$ cat config.mk
export PLATFORM = sky130hd
export DESIGN_NAME = acd_strap_decoder
export DESIGN_NICKNAME = d
export VERILOG_FILES = /design/src/acd_pkg.sv /design/src/acd_strap_decoder.sv
export SDC_FILE = /design/constraint.sdc
export NUM_CORES = 1
export LEC_CHECK = 0
export ABC_AREA = 1
export BUFFER_PORTS_ARGS = -buffer_cell sky130_fd_sc_hd__buf_4
export CAP_MARGIN = 30
export CORE_UTILIZATION = 25
export CTS_CLUSTER_SIZE = 40
export DETAILED_ROUTE_END_ITERATION = 12
export HOLD_SLACK_MARGIN = 0.02
export PLACE_DENSITY = 0.45
export SETUP_SLACK_MARGIN = 0.05
export SLEW_MARGIN = 5
export SYNTH_ARGS = -nofsm -noshare
export SYNTH_HDL_FRONTEND = slang
export SYNTH_SLANG_ARGS = --single-unit
$ cat constraint.sdc
create_clock -name clk_i -period 2.2 [get_ports clk_i]
set_input_delay 0.22 -clock clk_i [delete_from_list [all_inputs] [get_ports clk_i]]
set_output_delay 0.22 -clock clk_i [all_outputs]
set_load 0.02 [all_outputs]
$ cat src/acd_pkg.sv
package acd_pkg;

	// ************************************************************
	// Register map, byte addresses on the bus.
	// ************************************************************
	localparam logic [7:0] ADR_CTRL = 8'h00;
	localparam logic [7:0] ADR_PRECHG = 8'h04;
	localparam logic [7:0] ADR_STATUS = 8'h08;
	localparam logic [7:0] ADR_ACTIVE = 8'h0c;
	localparam logic [7:0] ADR_SOFTRST = 8'h10;

	// ************************************************************
	// Field positions.
	// ************************************************************
	localparam int CTRL_FILT_BIT = 0;
	localparam int CTRL_DEC_LSB = 1;
	localparam int CTRL_PWR_LSB = 3;
	localparam int CTRL_DATA_CLOCK_LSB = 5;
	localparam int CTRL_ONESHOT_BIT = 7;
	localparam int CTRL_MDIV_LSB = 8;
	localparam int PRE_AIN_LSB = 0;
	localparam int PRE_REF_LSB = 8;
	localparam int STAT_SERIAL_BIT = 0;
	localparam int STAT_VALID_BIT = 1;
	localparam int STAT_FMT_LSB = 2;
	localparam int STAT_STATE_LSB = 4;

	// ************************************************************
	// Reset values, key and timing counts.
	// ************************************************************
	localparam logic [31:0] CTRL_RST = 32'h0000_0200;
	localparam logic [31:0] PRECHG_RST = 32'h0000_00ff;
	localparam logic [7:0] SOFTRST_KEY = 8'ha5;
	localparam logic [1:0] CAP_CYCLES = 2'h3;
	localparam int NUM_CH = 8;

	// ************************************************************
	// Encodings.
	// ************************************************************
	typedef enum logic [1:0] {
		PWR_FOCUS = 2'h0,
		PWR_MEDIAN = 2'h1,
		PWR_FAST = 2'h2
	} acd_pwr_e;

	typedef enum logic [1:0] {
		MDIV_4 = 2'h0,
		MDIV_8 = 2'h1,
		MDIV_32 = 2'h2
	} acd_mdiv_e;

	typedef enum logic [1:0] {
		DATA_CLOCK_DIV1 = 2'h0,
		DATA_CLOCK_DIV2 = 2'h1,
		DATA_CLOCK_DIV4 = 2'h2,
		DATA_CLOCK_DIV8 = 2'h3
	} acd_data_clock_e;

	typedef enum logic [1:0] {
		DEC_32 = 2'h0,
		DEC_64 = 2'h1,
		DEC_128 = 2'h2,
		DEC_1024 = 2'h3
	} acd_dec_e;

	typedef enum logic [1:0] {
		ST_CAPT = 2'b01,
		ST_RUN = 2'b10
	} acd_state_e;

	typedef struct packed {
		logic sinc5;
		acd_dec_e decim;
		acd_pwr_e pwr;
		acd_data_clock_e data_clock;
		logic one_shot;
		acd_mdiv_e mdiv;
		logic [NUM_CH-1:0] ain_buf;
		logic [NUM_CH-1:0] ref_buf;
	} acd_cfg_s;

	typedef struct packed {
		logic ctrl_serial;
		logic filter_sinc5;
		logic decim_select_hi;
		logic decim_select_lo;
		logic [3:0] mode_strap_pins;
		logic [1:0] output_format_select;
		logic start_n;
		logic sync_in_n;
		logic supply_fault;
	} acd_pins_s;

endpackage : acd_pkg

$ cat src/acd_strap_decoder.sv
// Our own choices: register access over Wishbone and the placing of the registers.
module acd_strap_decoder (
	// Clock and reset.
	input wire logic clk_i,
	input wire logic rst_i,
	// Strap and sync pins.
	input wire acd_pkg::acd_pins_s strap_pins_i,
	// Wishbone slave.
	input wire logic wb_cyc_i,
	input wire logic wb_stb_i,
	input wire logic wb_we_i,
	input wire logic [7:0] wb_adr_i,
	input wire logic [3:0] wb_sel_i,
	input wire logic [31:0] wb_dat_i,
	output logic [31:0] wb_dat_o,
	output logic wb_ack_o,
	// Applied configuration.
	output acd_pkg::acd_cfg_s cfg_o,
	output logic cfg_valid_o,
	output logic serial_mode_o,
	output logic [1:0] output_format_select_o,
	output logic shared_data_out_o
);
	import acd_pkg::*;

	// ************************************************************
	// Pin synchronisers.
	// ************************************************************
	acd_pins_s pin_s1_ff, pin_s2_ff, pin_s3_ff, pin_ff, pin_prev_ff;

	always_ff @(posedge clk_i) begin
		pin_s1_ff <= strap_pins_i;
		pin_s2_ff <= pin_s1_ff;
		pin_s3_ff <= pin_s2_ff;
	end

	// A bit changes only once the second and third stages agree.
	always_ff @(posedge clk_i) begin
		if (rst_i) begin
			pin_ff <= '0;
			pin_prev_ff <= '0;
		end else begin
			pin_ff <= (pin_s2_ff & pin_s3_ff) |
				(pin_ff & (pin_s2_ff ^ pin_s3_ff));
			pin_prev_ff <= pin_ff;
		end
	end

	logic sync_evt;
	logic fault_evt;
	assign sync_evt = (pin_prev_ff.start_n & ~pin_ff.start_n) |
		(pin_prev_ff.sync_in_n & ~pin_ff.sync_in_n);
	assign fault_evt = pin_ff.supply_fault & ~pin_prev_ff.supply_fault;

	// ************************************************************
	// Decoders.
	// ************************************************************
	function automatic acd_mdiv_e mod_div(input acd_pwr_e p);
		case (p)
			PWR_FAST: mod_div = MDIV_4;
			PWR_MEDIAN: mod_div = MDIV_8;
			default: mod_div = MDIV_32;
		endcase
	endfunction : mod_div

	function automatic acd_cfg_s decode_pins(input acd_pins_s p);
		acd_cfg_s c;
		c = '0;
		c.sinc5 = p.filter_sinc5;
		c.decim = acd_dec_e'({p.decim_select_hi,
			p.decim_select_lo});
		c.ain_buf = '1;
		c.ref_buf = '0;
		case (p.mode_strap_pins)
			4'hc: begin
				c.pwr = PWR_FOCUS;
				c.data_clock = DATA_CLOCK_DIV1;
				c.one_shot = 1'b1;
			end
			4'hd: begin
				c.pwr = PWR_MEDIAN;
				c.data_clock = DATA_CLOCK_DIV1;
				c.one_shot = 1'b1;
			end
			4'he: begin
				c.pwr = PWR_FAST;
				c.data_clock = DATA_CLOCK_DIV2;
				c.one_shot = 1'b1;
			end
			4'hf: begin
				c.pwr = PWR_FAST;
				c.data_clock = DATA_CLOCK_DIV1;
				c.one_shot = 1'b1;
			end
			default: begin
				c.pwr = acd_pwr_e'(p.mode_strap_pins[3:2]);
				c.data_clock = acd_data_clock_e'(p.mode_strap_pins[1:0]);
				c.one_shot = 1'b0;
			end
		endcase
		c.mdiv = mod_div(c.pwr);
		return c;
	endfunction : decode_pins

	function automatic acd_cfg_s decode_regs(input logic [31:0] ctl,
		input logic [31:0] pre);
		acd_cfg_s c;
		c = '0;
		c.sinc5 = ctl[CTRL_FILT_BIT];
		c.decim = acd_dec_e'(ctl[CTRL_DEC_LSB +: 2]);
		c.pwr = acd_pwr_e'(ctl[CTRL_PWR_LSB +: 2]);
		c.data_clock = acd_data_clock_e'(ctl[CTRL_DATA_CLOCK_LSB +: 2]);
		c.one_shot = ctl[CTRL_ONESHOT_BIT];
		c.mdiv = acd_mdiv_e'(ctl[CTRL_MDIV_LSB +: 2]);
		c.ain_buf = pre[PRE_AIN_LSB +: NUM_CH];
		c.ref_buf = pre[PRE_REF_LSB +: NUM_CH];
		return c;
	endfunction : decode_regs

	function automatic logic [31:0] byte_merge(input logic [31:0] old,
		input logic [31:0] dat, input logic [3:0] sel);
		logic [31:0] r;
		r = old;
		for (int i = 0; i < 4; i++) begin
			if (sel[i]) begin
				r[8*i +: 8] = dat[8*i +: 8];
			end
		end
		return r;
	endfunction : byte_merge

	// ************************************************************
	// Bus slave.
	// ************************************************************
	logic [31:0] ctrl_ff, prechg_ff;
	logic ack_ff;
	logic [31:0] dat_ff;
	logic req, wr_req, soft_rst;
	assign req = wb_cyc_i & wb_stb_i & ~ack_ff;
	assign wr_req = req & wb_we_i;
	assign soft_rst = wr_req & (wb_adr_i == ADR_SOFTRST) & wb_sel_i[0] &
		(wb_dat_i[7:0] == SOFTRST_KEY);

	// Full option set lives here; it steers the block in serial mode.
	always_ff @(posedge clk_i) begin
		if (rst_i || soft_rst) begin
			ctrl_ff <= CTRL_RST;
			prechg_ff <= PRECHG_RST;
		end else if (wr_req && wb_adr_i == ADR_CTRL) begin
			ctrl_ff <= byte_merge(ctrl_ff, wb_dat_i, wb_sel_i) &
				32'h0000_03ff;
		end else if (wr_req && wb_adr_i == ADR_PRECHG) begin
			prechg_ff <= byte_merge(prechg_ff, wb_dat_i, wb_sel_i) &
				32'h0000_ffff;
		end
	end

	// ************************************************************
	// Mode capture and configuration apply.
	// ************************************************************
	acd_state_e state_ff;
	logic [1:0] cap_cnt_ff;
	logic serial_ff;
	logic valid_ff;
	acd_cfg_s cfg_ff;
	acd_cfg_s cand;
	logic cap_done, load_evt;

	// A soft reset in serial mode applies the reset values, not the old ones.
	assign cand = !serial_ff ? decode_pins(pin_ff) :
		soft_rst ? decode_regs(CTRL_RST, PRECHG_RST) :
		decode_regs(ctrl_ff, prechg_ff);
	assign cap_done = (state_ff == ST_CAPT) && (cap_cnt_ff == CAP_CYCLES);
	assign load_evt = (state_ff == ST_RUN) && (sync_evt || soft_rst ||
		(fault_evt && !serial_ff));

	always_ff @(posedge clk_i) begin
		if (rst_i) begin
			state_ff <= ST_CAPT;
			cap_cnt_ff <= 2'h0;
		end else begin
			case (state_ff)
				ST_CAPT: begin
					if (cap_done) begin
						state_ff <= ST_RUN;
					end else begin
						cap_cnt_ff <= cap_cnt_ff + 2'h1;
					end
				end
				ST_RUN: state_ff <= ST_RUN;
				default: state_ff <= ST_CAPT;
			endcase
		end
	end

	// The mode is caught once per reset, after the synchroniser settles.
	always_ff @(posedge clk_i) begin
		if (rst_i) begin
			serial_ff <= 1'b0;
		end else if (cap_done) begin
			serial_ff <= pin_ff.ctrl_serial;
		end
	end

	acd_cfg_s cap_cfg;
	assign cap_cfg = pin_ff.ctrl_serial ? decode_regs(ctrl_ff, prechg_ff) :
		decode_pins(pin_ff);

	always_ff @(posedge clk_i) begin
		if (rst_i) begin
			cfg_ff <= '0;
			valid_ff <= 1'b0;
		end else if (cap_done) begin
			cfg_ff <= cap_cfg;
			valid_ff <= 1'b1;
		end else if (load_evt) begin
			cfg_ff <= cand;
		end
	end

	// Format pins reach the data path whatever the control mode.
	logic [1:0] fmt_ff;
	always_ff @(posedge clk_i) begin
		if (rst_i) begin
			fmt_ff <= 2'h0;
		end else begin
			fmt_ff <= pin_ff.output_format_select;
		end
	end

	// ************************************************************
	// Read mux and answer.
	// ************************************************************
	logic [31:0] rd_mux;
	always_comb begin
		rd_mux = 32'h0000_0000;
		case (wb_adr_i)
			ADR_CTRL: rd_mux = ctrl_ff;
			ADR_PRECHG: rd_mux = prechg_ff;
			ADR_STATUS: begin
				rd_mux[STAT_SERIAL_BIT] = serial_ff;
				rd_mux[STAT_VALID_BIT] = valid_ff;
				rd_mux[STAT_FMT_LSB +: 2] = fmt_ff;
				rd_mux[STAT_STATE_LSB +: 2] = state_ff;
			end
			ADR_ACTIVE: rd_mux[25:0] = cfg_ff;
			default: rd_mux = 32'h0000_0000;
		endcase
	end

	always_ff @(posedge clk_i) begin
		if (rst_i) begin
			ack_ff <= 1'b0;
			dat_ff <= 32'h0000_0000;
		end else begin
			ack_ff <= req;
			if (req && !wb_we_i) begin
				dat_ff <= rd_mux;
			end
		end
	end

	assign wb_ack_o = ack_ff;
	assign wb_dat_o = dat_ff;
	assign cfg_o = cfg_ff;
	assign cfg_valid_o = valid_ff;
	assign serial_mode_o = serial_ff;
	assign output_format_select_o = fmt_ff;
	assign shared_data_out_o = |fmt_ff;

	acd_cfg_s pin_dec;
	assign pin_dec = decode_pins(pin_ff);
endmodule : acd_strap_decoder

# ---- After elaboration in Yosys (flattened, before gate mapping)
# Index checks and enable logic that the tools add are counted.
# Widths: inputs -> output; s select.
dict set report word_totals {
  ff_bits 142
  input_bits 62
  output_inout_bits 64
  wordCells 124
}
dict set report op_classes {
  n_addsub 1
  eq_ne 15
  muxes 11
  n_bitwise 20
  reduce_logical 19
}
# operator n
set op_table {}
lappend op_table {{$mux 26} 5}
lappend op_table {{$pmux 20 s3} 1}
lappend op_table {{$and 13x13->13} 2}
lappend op_table {{$pmux 6 s4} 1}
lappend op_table {{$pmux 5 s4} 1}
lappend op_table {{$eq 4x4->1 const B} 4}
lappend op_table {{$eq 8x4->1 const B} 2}
lappend op_table {{$or 13x13->13} 1}
lappend op_table {{$xor 13x13->13} 1}
lappend op_table {{$and 1x1->1} 9}
lappend op_table {{$eq 8x3->1 const B} 1}
lappend op_table {{$eq 8x5->1 const B} 1}
lappend op_table {{$eq 8x8->1 const B} 1}
lappend op_table {{$logic_not 8->1} 1}
lappend op_table {{$pmux 2 s2} 2}
lappend op_table {{$eq 2x2->1 const B} 3}
lappend op_table {{$logic_and 1x1->1} 6}
lappend op_table {{$not 1->1} 6}
lappend op_table {{$reduce_and 2->1} 3}
lappend op_table {{$reduce_and 3->1} 2}
lappend op_table {{$eq 2x1->1 const B} 2}
lappend op_table {{$logic_or 1x1->1} 3}
lappend op_table {{$add 2x1->2 const B} 1}
lappend op_table {{$logic_not 1->1} 2}
lappend op_table {{5 further kinds} 5}

# ---- Depth between registers and ports, before layout
# Gate-level depths: netlist (run 1).
dict set report depth {
  ltp_word 11
  ltp_mapped 12
  ltp_nobuf 11
}

# ---- Least setup slack after synthesis (run 1)
# OpenSTA, ideal clock, no wires.
dict set report synth_timing {
  path_kind {reg-to-reg}
  start {register state_ff[1]}
  end {register cfg_ff (netlist bit cfg_o[3])}
  setup_ns 0.128
  arrival_ns 1.410
  t_required_ns 2.072
  setup_slack_ns 0.662
  stages_incl_launch_ff 12
  n_path_buf 1
  synth_period_minus_slack_ns 1.538
  path_cell_list {dfxtp_1 inv_1 ha_1 nand2_2 inv_1 nand2_1 nand3_2 buf_2 nand3_1 nand2_1 nand2_1 nor2_1}
}
dict set report synth_via {
  elab_chain_len 3
  elab_cells_between_ends 6
  cone_classes {eq/ne: 2; mux: 1; reduce/logical: 3}
}
# item line_no
set synth_lines {}
lappend synth_lines {{from (decl)} acd_strap_decoder.sv:161} ;# acd_state_e state_ff;
lappend synth_lines {{from (signal assigned)} acd_strap_decoder.sv:179} ;# state_ff <= ST_CAPT;
lappend synth_lines {{from (signal assigned)} acd_strap_decoder.sv:185} ;# state_ff <= ST_RUN;
lappend synth_lines {{from (signal assigned)} acd_strap_decoder.sv:190} ;# ST_RUN: state_ff <= ST_RUN;
lappend synth_lines {{$eq 2x1->1 / $eq 2x2->1 (equally long branches)} {acd_strap_decoder.sv:173, acd_strap_decoder.sv:174}}
lappend synth_lines {{$logic_and 1x1->1 (on tied branches)} {acd_strap_decoder.sv:173, acd_strap_decoder.sv:174}}
lappend synth_lines {{$mux 26 / $reduce_bool 2->1 (equally long branches)} -}
lappend synth_lines {{to (signal assigned)} acd_strap_decoder.sv:214} ;# cfg_ff <= cap_cfg;
lappend synth_lines {{to (signal assigned)} acd_strap_decoder.sv:217} ;# cfg_ff <= cand;
lappend synth_lines {{to (decl)} acd_strap_decoder.sv:165} ;# acd_cfg_s cfg_ff;
# Several ways; a longest one is shown, not always the timed one.
# A chain may end at the register's enable or synchronous reset.

# ---- Worst setup path in the final report (run 1)
dict set report layout_timing {
  start {register state_ff[0]}
  end {register cfg_ff (netlist bit cfg_o[11])}
}
# Same word-level chain as after synthesis.

==> impl_metrics.csv, run 1 <==
group,metric,value,unit
setup_path,worstSetupPathType,"register to register",
timing,rsz0062_at_grt,"no",
grt,grt_pass1_vias,4547,
floorplanning,die_area,23550,µm²
route,wirelength,15920,µm
timing,setup_tns,0,ns
timing,maxSlewHeadroom,64.22,%
timing,fmax,0.5883,GHz
logic_synthesis,synth_seq_cells,142,
timing,fin_hold_ws,0.06886,ns
logic_synthesis,ys_seq_area_share,49.56,%
layout,final_util,32.85,%
cts,cts_max_path_buffers,2,
cts,cts_htree_levels,4,
timing,worstMarginPinSlew,0.5367,ns
setup_path,crit_fanout,13,
layout,fillers,2425,
placement,gp_congestion,0.7716,
grt,grt.overflow.total,0,
grt,grt.total_usage,14.06,%
route,routed_via_density,4.273,
floorplanning,io_pins,126,
min_path,hold_path.class,"input port to register",
layout,drive_gt1_share,22.78,%
power_and_ir_drop,leakagePower,3.216,nW
cts,cts_sinks,142,
logic_synthesis,ys_types,33,
timing,drv_slew,0,
cts,cts_hold_buf,13,
timing,fin_crit_sh,77.26,%
grt,grt_max_degree,46,
placement,numPortBuffers,101,
power_and_ir_drop,power_density,920.4,nW/µm²
setup_path,worstPathRequired,2.51,ns
floorplanning,die_h,153.5,µm
timing,layout_setup_ws,0.5002,ns
route,antenna_left,0,
cts,clk_pin_slew,0.06,ns
placement,post_dp_cell_area,6729,µm²
layout,antenna_cells,0,
layout,layout.cells.most_common,"dfxtp_1",
cts,postCtsSetupBuffers,0,
logic_synthesis,yosysWarningCount,0,
logic_synthesis,synth.top_cell.area_share,49.56,%
cts,cts_tree,"built",
layout,layout_common_cells,"142 x dfxtp_1, 125 x nand2_1, 113 x buf_4, 96 x nor2_1, 58 x a21oi_1",
grt,antenna_found_initial,0,
logic_synthesis,synth_largest_area_cell,"dfxtp_1",
route,first_pass_iters,5,
floorplanning,rows,55,
setup_path,arrival,2.01,ns
logic_synthesis,synth_area_leaders,"dfxtp_1 50%, nand2_1 8.2%, nor2_1 6.3%, a21oi_1 5.1%, nand3_1 3.9%",
floorplanning,initial_core_util,25.41,%
setup_path,critPathLaunchType,"register",
layout,multi_input_area,2429,µm²
timing,fin_crit,1.700,ns
layout,fin_area,7416,µm²
timing,setup_viol,0,
cts,ctsResizeCount,0,
logic_synthesis,syn-cell-area,5736,µm²
cts,clock_latency,0.42,ns
cts,cts-buffers-inserted,17,
placement,dpl.hpwl,11580,µm
run_status,status,"finished clean",
grt,grt_pass1_wl,25230,µm
placement,pre_cts_slack,0.3622,ns
cts,clock-root-buffer,"clkbuf_16",
setup_path,rr_worst_depth,9,
min_path,min_path_cells,3,
floorplanning,coreArea,22570,µm²
route,dr_total_vias,4781,
run,maxCapViolations,0,
route,drc,0,
power_and_ir_drop,ir_drop,510.8,µV
floorplanning,die_w,153.5,µm
route,drtIter0Drc,244,
logic_synthesis,synthCells,710,
timing,fin_skew,0.01083,ns
logic_synthesis,avgSynthCellArea,8.078,µm²
timing,hold_viol,0,
route,wl_per_cell,14.23,µm
layout,finish.net_count,901,
layout,seq_area,2843,µm²
setup_path,crit_path_end_kind,"register",
layout,areaGrowthSynthToFinish,29.30,%
-- registers in the layout, summed over array words and instances, names as in the netlist --
register,count
pin_dec,3
pin_s1_ff,13
ctrl_ff,10
state_ff,2
output_format_select_o,2
cfg_o,26
pin_s3_ff,13
pin_ff,10
prechg_ff,16
serial_mode_o,1
pin_prev_ff,3
pin_s2_ff,13
cap_cnt_ff,2
cfg_valid_o,1
wb_dat_o,26
wb_ack_o,1
-- per-layer routing --
| layer | share of wire, % | wire [µm] | up-vias | global-route usage (%) |
|---|---|---|---|---|
| met2 | 44 | 7046 | 119 | 21.64 |
| met5 | 0 | 0 | - | 0 |
| li1 | - | - | 2514 | - |
| met4 | 1.4 | 226 | 0 | 5.095 |
| met3 | 4.5 | 717 | 14 | 3.317 |
| met1 | 50 | 7927 | 2134 | 19.07 |
-- cell type report --
type                       instances  share of cell area (%)
tap                              285                   4.809
clock buffer                      19                   5.973
clock inverter                    12                   1.535
multi-input combinational        472                   32.75
inverter                          62                   3.138
timing repair buffer             127                   13.46
sequential                       142                   38.33
-- worst max-delay path, cell delays in order, from the launching register on --
cell and delay [ns]:
dfxtp_1 0.39, ha_1 0.20, nand2_2 0.08, inv_1 0.11, nand2_1 0.12, nand2_2 0.15, buf_4 0.23, nand3_1 0.10
nor2_1 0.15, nor2_1 0.06
-- power breakdown --
| group | switching, W | total [W] | internal, W |
|---|---|---|---|
| Combinational | 0.000681 | 0.00116 | 0.000481 |
| Sequential | 0.000152 | 0.00293 | 0.00278 |
| Clock | 0.00114 | 0.00273 | 0.00159 |
-- Yosys cell counts, drive strengths merged --
cell type / instances
nand2: 137
or2: 3
clkbuf: 12
a21oi: 60
inv: 62
nand4: 8
nand3b: 17
buf: 27
ha: 17
o211ai: 4
conb: 1
o21ai: 54
nor2: 108
nor3: 4
nand3: 50
dfxtp: 142
o22ai: 4
-- kinds of logic (layout without fill, tap and decap cells) --
group / after synthesis / in the layout / synth area share, %
other cells: 1 / 6 / 0.06538
buf+inv: 101 / 220 / 8.421
flops: 142 / 142 / 49.56
compound gates: 122 / 122 / 11.43
fa+ha+maj: 17 / 17 / 3.708
simple gates: 327 / 327 / 26.81
-- worst paths after layout --
path                       end  slack [ns]         start
setup / recovery     cfg_o[11]        0.50   state_ff[0]
hold / removal      ctrl_ff[9]        0.07   wb_dat_i[9]
setup reg to reg     cfg_o[11]        0.50   state_ff[0]
hold reg to reg   pin_s2_ff[9]        0.33  pin_s1_ff[9]
-- per-stage QoR --
stage               total power, W  cells
floorplan                 0.003719    715
global placement          0.004140   1075
detailed placement        0.004143   1075
CTS                       0.006934   1119
global route              0.007195   1119
finish                    0.006826   1119
Power figures use the tool's default switching activity.
==> inputs of run 2 (changes only) <==
Settings changed: PLACE_DENSITY 0.45 to 0.46.
Clock period 2.2 ns to 1.5 ns, I/O delays scaled along.
==> run 2 against run 1 <==
Effect of this change: non-clock buffer count rose by 58; cell area rose by 11%; routed wire length rose by 4.0%; register-to-register slack got worse by 0.44 ns; critical path type unchanged; final cell count rose by 5.3%; sequential share of layout area fell by 3.8 points; worst hold slack got worse by 0.028 ns; clock skew fell by 0.00071 ns; power rose by 58%; count of clock-buffer cells in the layout rose by 2.
==> impl_metrics.csv, run 2 (same netlist as run 1, synthesis figures left out) <==
group,metric,value,unit
run_status,status,"finished clean",
timing,maxSlewHeadroom,66.56,%
layout,final_util,36.58,%
timing,setup_viol,0,
setup_path,worstPathRequired,1.81,ns
route,drtIter0Drc,204,
cts,cts-buffers-inserted,17,
setup_path,rr_worst_depth,11,
placement,dpl.hpwl,12020,µm
timing,fmax,0.6925,GHz
setup_path,arrival,1.76,ns
route,wirelength,16550,µm
route,first_pass_iters,4,
cts,cts_max_path_buffers,2,
floorplanning,coreArea,22570,µm²
placement,numPortBuffers,101,
route,drc,0,
timing,fin_hold_ws,0.04091,ns
cts,cts_tree,"built",
power_and_ir_drop,p_switching,0.003042,W
setup_path,crit_path_end_kind,"register",
min_path,min_path_cells,3,
layout,multi_input_area,2625,µm²
cts,cts_htree_levels,4,
power_and_ir_drop,leakagePower,3.587,nW
floorplanning,die_area,23550,µm²
layout,layout.cells.most_common,"buf_4",
timing,fin_crit,1.444,ns
run,maxCapViolations,0,
power_and_ir_drop,ir_drop,767.8,µV
layout,antenna_cells,0,
setup_path,path_cells,"inv_2 > nand4_4 > nor2_4 > nand3_4 > nand2_4 > nand2_4 > nand2_8 > buf_12 > nand2_4 > nor2_4 > nor2_1",
cts,clock-root-buffer,"clkbuf_16",
placement,gp_congestion,0.7873,
setup_path,crit_cells,11,
setup_path,crit_buf_inv,2,
timing,rsz0062_at_grt,"yes",
timing,fin_crit_sh,96.28,%
setup_path,worstSetupPathType,"register to register",
grt,grt.total_usage,14.35,%
timing,setup_tns,0,ns
setup_path,crit_fanout,6,
power_and_ir_drop,power.share.clock,40.7,%
cts,clk_pin_slew,0.06,ns
layout,fillers,2379,
floorplanning,initial_core_util,25.41,%
route,wl_per_cell,14.05,µm
layout,seq_area,2851,µm²
setup_path,cp_top_family,"simple AND/OR/NAND/NOR gates",
cts,cts_sinks,142,
floorplanning,die_h,153.5,µm
floorplanning,rows,55,
setup_path,crit_path_top_delay_cell,"dfxtp_2",
power_and_ir_drop,seq_power_share,39.9,%
floorplanning,io_pins,126,
grt,grt_pass1_vias,4784,
layout,drive_gt1_share,30.68,%
power_and_ir_drop,pwr-share-comb,19.4,%
grt,grt_pass1_wl,25880,µm
route,antenna_left,0,
timing,layout_setup_ws,0.05586,ns
cts,clock_latency,0.42,ns
timing,worstMarginPinSlew,0.5016,ns
timing,hold_viol,0,
route,routed_via_density,4.226,
setup_path,cpMostUsedCell,"nand2_4",
layout,areaGrowthSynthToFinish,43.96,%
route,dr_total_vias,4978,
power_and_ir_drop,p_sw_share,28.12,%
grt,antenna_found_initial,0,
power_and_ir_drop,power_density,1310,nW/µm²
grt,grt.overflow.total,0,
floorplanning,die_w,153.5,µm
layout,finish.net_count,959,
layout,layout_common_cells,"148 x buf_4, 135 x dfxtp_1, 118 x nand2_1, 85 x nor2_1, 56 x a21oi_1",
timing,fin_skew,0.01012,ns
setup_path,crit_path_max_incr_delay,0.32,ns
timing,drv_slew,0,
min_path,hold_path.class,"input port to register",
placement,pre_cts_slack,-0.06801,ns
power_and_ir_drop,p_int,0.007775,W
grt,grt_max_degree,45,
setup_path,critPathLaunchType,"register",
-- run 2: cell types whose count changed in the layout (fill, tap and decap cells not counted), moves of 6 or more --
cell and delta:
buf_4 +35, dlygate4sd3_1 +11, nor2_1 -11, nor2_2 +8, buf_12 +7, dfxtp_1 -7
dfxtp_2 +7, nand2_1 -7, inv_1 -6, nand2_4 +6
-- run 2: through the flow --
| step | instances | instance area [µm²] | total power [W] |
|---|---|---|---|
| 2_1_floorplan | 715 | 5769 | 0.005475 |
| 3_3_place_gp | 1116 | 7109 | 0.006263 |
| 3_5_place_dp | 1116 | 7109 | 0.006277 |
| 4_1_cts | 1174 | 8050 | 0.01080 |
| 5_1_grt | 1178 | 8257 | 0.01134 |
| 6_report | 1178 | 8257 | 0.01082 |
-- run 2: final cells by class --
type / count / share of cell area [%]
well taps: 285 / 4.319
flip-flops and latches: 142 / 34.54
inverters: 62 / 2.894
repair buffers: 185 / 18.99
multi-input cells: 472 / 31.79
clock inverters: 11 / 1.894
clock buffers: 21 / 5.577
-- run 2: metal layers --
metal	routed length, µm	vias up	GRT usage (%)	share of wire (%)
li1	-	2632	-	-
met1	8054	2247	18.91	49
met2	7613	91	22.57	46
met3	736	8	3.969	4.4
met4	147	0	4.619	0.89
met5	0	-	0	0
-- run 2: worst paths after layout --
check,start,to,slack (ns)
setup / recovery,wb_ack_o,cfg_o[24],0.06
hold / removal,wb_cyc_i,wb_ack_o,0.04
setup reg to reg,wb_ack_o,cfg_o[24],0.06
hold reg to reg,pin_s1_ff[2],pin_s2_ff[2],0.33
-- run 2: timing repair --
| item | CTS | global route |
|---|---|---|
| endpoints found under the hold margin | 24 | 0 |
| hold buffers | 24 | 0 |
| buffers inserted | 1 | 4 |
| setup endpoints to repair | 35 | 51 |
| resized for setup | 17 | 48 |
| pin swaps | 4 | 17 |
| cloned | 1 | 0 |
-- run 2: power groups by stage --
stage	logic, W	clock network (W)	registers (W)
finish	0.00210	0.00440	0.00431
global route	0.00233	0.00467	0.00435
CTS	0.00200	0.00451	0.00429
detailed placement	0.00191	0	0.00436
global placement	0.00189	0	0.00437
floorplan	0.000973	0	0.00450
-- run 2: worst register-to-register path, stage by stage, from the launching register on --
cell and delay (ns):
dfxtp_2 0.32, inv_2 0.06, nand4_4 0.10, nor2_4 0.14, nand3_4 0.11, nand2_4 0.09, nand2_4 0.07, nand2_8 0.11
buf_12 0.13, nand2_4 0.05, nor2_4 0.10, nor2_1 0.05
==> inputs of run 3 (changes only) <==
Settings changed: GPL_ROUTABILITY_DRIVEN from default to 1, PLACE_DENSITY 0.46 to 0.43, RECOVER_POWER from default to 25.
==> run 3 against run 2 <==
Effect of this change: fmax is essentially flat; critical path depth unchanged; critical path type unchanged; routed wire length rose by 3.3%; worst setup slack improved by 0.0014 ns; combinational power rose by 2%; via count increased by 2.5%; sequential share of layout area decreased by 0.23 points.
==> impl_metrics.csv, run 3 (same netlist as run 1, synthesis figures left out) <==
group,metric,value,unit
run,maxCapViolations,0,
power_and_ir_drop,ir_drop,698.3,µV
layout,finish.net_count,968,
grt,grt.busiest_layer,"met2",
floorplanning,die_w,153.5,µm
grt,grt_max_degree,45,
placement,dpl.hpwl,12220,µm
cts,cts_sinks,142,
grt,grt_pass1_wl,26360,µm
floorplanning,die_h,153.5,µm
timing,drv_slew,0,
timing,fin_crit,1.443,ns
grt,grtUsageMet2,22.94,%
layout,antenna_cells,0,
setup_path,rr_worst_depth,11,
route,drc,0,
timing,hold_viol,0,
timing,setup_viol,0,
power_and_ir_drop,leakagePower,3.616,nW
placement,gp_congestion,0.7852,
min_path,worstHoldStart,"wb_dat_i[7]",
cts,clock_latency,0.42,ns
timing,fin_crit_sh,96.18,%
layout,final_util,36.85,%
floorplanning,rows,55,
route,drtIter0Drc,258,
grt,grt_util_met1,19.31,%
min_path,hold_path.class,"input port to register",
setup_path,worstSetupPathType,"register to register",
grt,grtUsageMet3,3.572,%
floorplanning,io_pins,126,
timing,fin_hold_ws,0.04173,ns
grt,grt.overflow.total,0,
timing,fin_skew,0.008409,ns
setup_path,crit_path_end_kind,"register",
layout,layout_common_cells,"135 x buf_4, 134 x dfxtp_1, 115 x nand2_1, 89 x nor2_1, 56 x a21oi_1",
timing,worstMarginPinSlew,0.5199,ns
layout,fin_area,8317,µm²
layout,final_cells,1187,
grt,grt.total_usage,14.62,%
route,dr_total_vias,5102,
setup_path,worstPathRequired,1.79,ns
placement,numPortBuffers,101,
setup_path,rrSetupSlack,0.06,ns
route,wl_per_cell,14.40,µm
floorplanning,coreArea,22570,µm²
route,routed_via_density,4.298,
min_path,min_to,"prechg_ff[7]",
cts,cts_max_path_buffers,2,
floorplanning,initial_core_util,25.41,%
setup_path,rr_endpoint,"cfg_o[7]",
layout,fillers,2357,
layout,drive_gt1_share,31.49,%
cts,cts_tree,"built",
floorplanning,die_area,23550,µm²
setup_path,reg2reg_from,"state_ff[1]",
layout,areaGrowthSynthToFinish,45.00,%
cts,clock-root-buffer,"clkbuf_16",
run_status,status,"finished clean",
timing,fmax,0.6931,GHz
power_and_ir_drop,power_density,1262,nW/µm²
grt,antenna_found_initial,0,
route,first_pass_iters,5,
grt,grt_pass1_vias,4840,
setup_path,critPathLaunchType,"register",
layout,layout.cells.most_common,"buf_4",
min_path,min_path_cells,3,
cts,cts-buffers-inserted,17,
route,wirelength,17090,µm
timing,maxSlewHeadroom,65.34,%
route,antenna_left,0,
timing,setup_tns,0,ns
cts,cts_htree_levels,4,
setup_path,crit_fanout,7,
timing,rsz0062_at_grt,"yes",
setup_path,arrival,1.73,ns
placement,post_dp_cell_area,7102,µm²
placement,place_inst,1120,
cts,clk_pin_slew,0.06,ns
[run 3: what timing repair did]
item / 4_1_cts / 5_1_grt
endpoints found under the setup margin: 53 / 77
gates cloned: 2 / 4
hold buffers: 23 / 3
buffers inserted: 1 / 2
hold endpoints to repair: 23 / 2
pin swaps: 8 / 7
resized for setup: 31 / 54
[run 3: worst max-delay path by stage]
stage,start,to,slack [ns],cells after the start
2_1_floorplan,state_ff[1],cfg_o[23],0.07,11
3_3_place_gp,cap_cnt_ff[0],cfg_o[11],-0.08,9
3_5_place_dp,wb_adr_i[7],ctrl_ff[1],-0.08,10
4_1_cts,wb_ack_o,cfg_o[0],0.03,11
5_1_grt,wb_ack_o,cfg_o[23],-0.05,11
6_report,state_ff[1],cfg_o[7],0.06,11
[run 3: per-stage QoR]
step                total power, W  worst slack (ns)
floorplan                 0.005475           0.07067
global placement          0.006261          -0.07962
detailed placement        0.006279          -0.08435
CTS                        0.01050           0.03434
global route               0.01106          -0.04704
finish                     0.01050           0.05730
[run 3: layout make-up]
class	count	area, µm²	area share, %
Sequential cell	142	2853	34.30
Multi-Input combinational cell	474	2653	31.89
Timing Repair Buffer	191	1642	19.74
Clock buffer	18	439.2	5.281
Tap cell	285	356.6	4.288
Inverter	62	242.7	2.919
Clock inverter	14	122.6	1.474
Timing Repair inverter	1	8.758	0.1053
[run 3: where the power goes]
part / internal, W / switching (W) / leakage, nW
clock network: 0.00222 / 0.00181 / 0.277
logic: 0.000986 / 0.00116 / 2.17
registers: 0.00408 / 0.000233 / 1.17
[run 3: worst max-delay path, stage by stage (launching register included)]
cell     delay, ns
dfxtp_2       0.34
inv_2         0.04
ha_4          0.16
nand2_4       0.10
inv_4         0.05
nand2_8       0.08
nand3_4       0.14
buf_6         0.18
nand3_1       0.07
nand2_1       0.06
nand2_1       0.05
nor2_1        0.04
[run 3: routing by layer]
layer / share of wire (%) / up-vias
li1: - / 2661
met5: 0 / -
met4: 1.4 / 0
met2: 46 / 104
met1: 48 / 2321
met3: 4.1 / 16
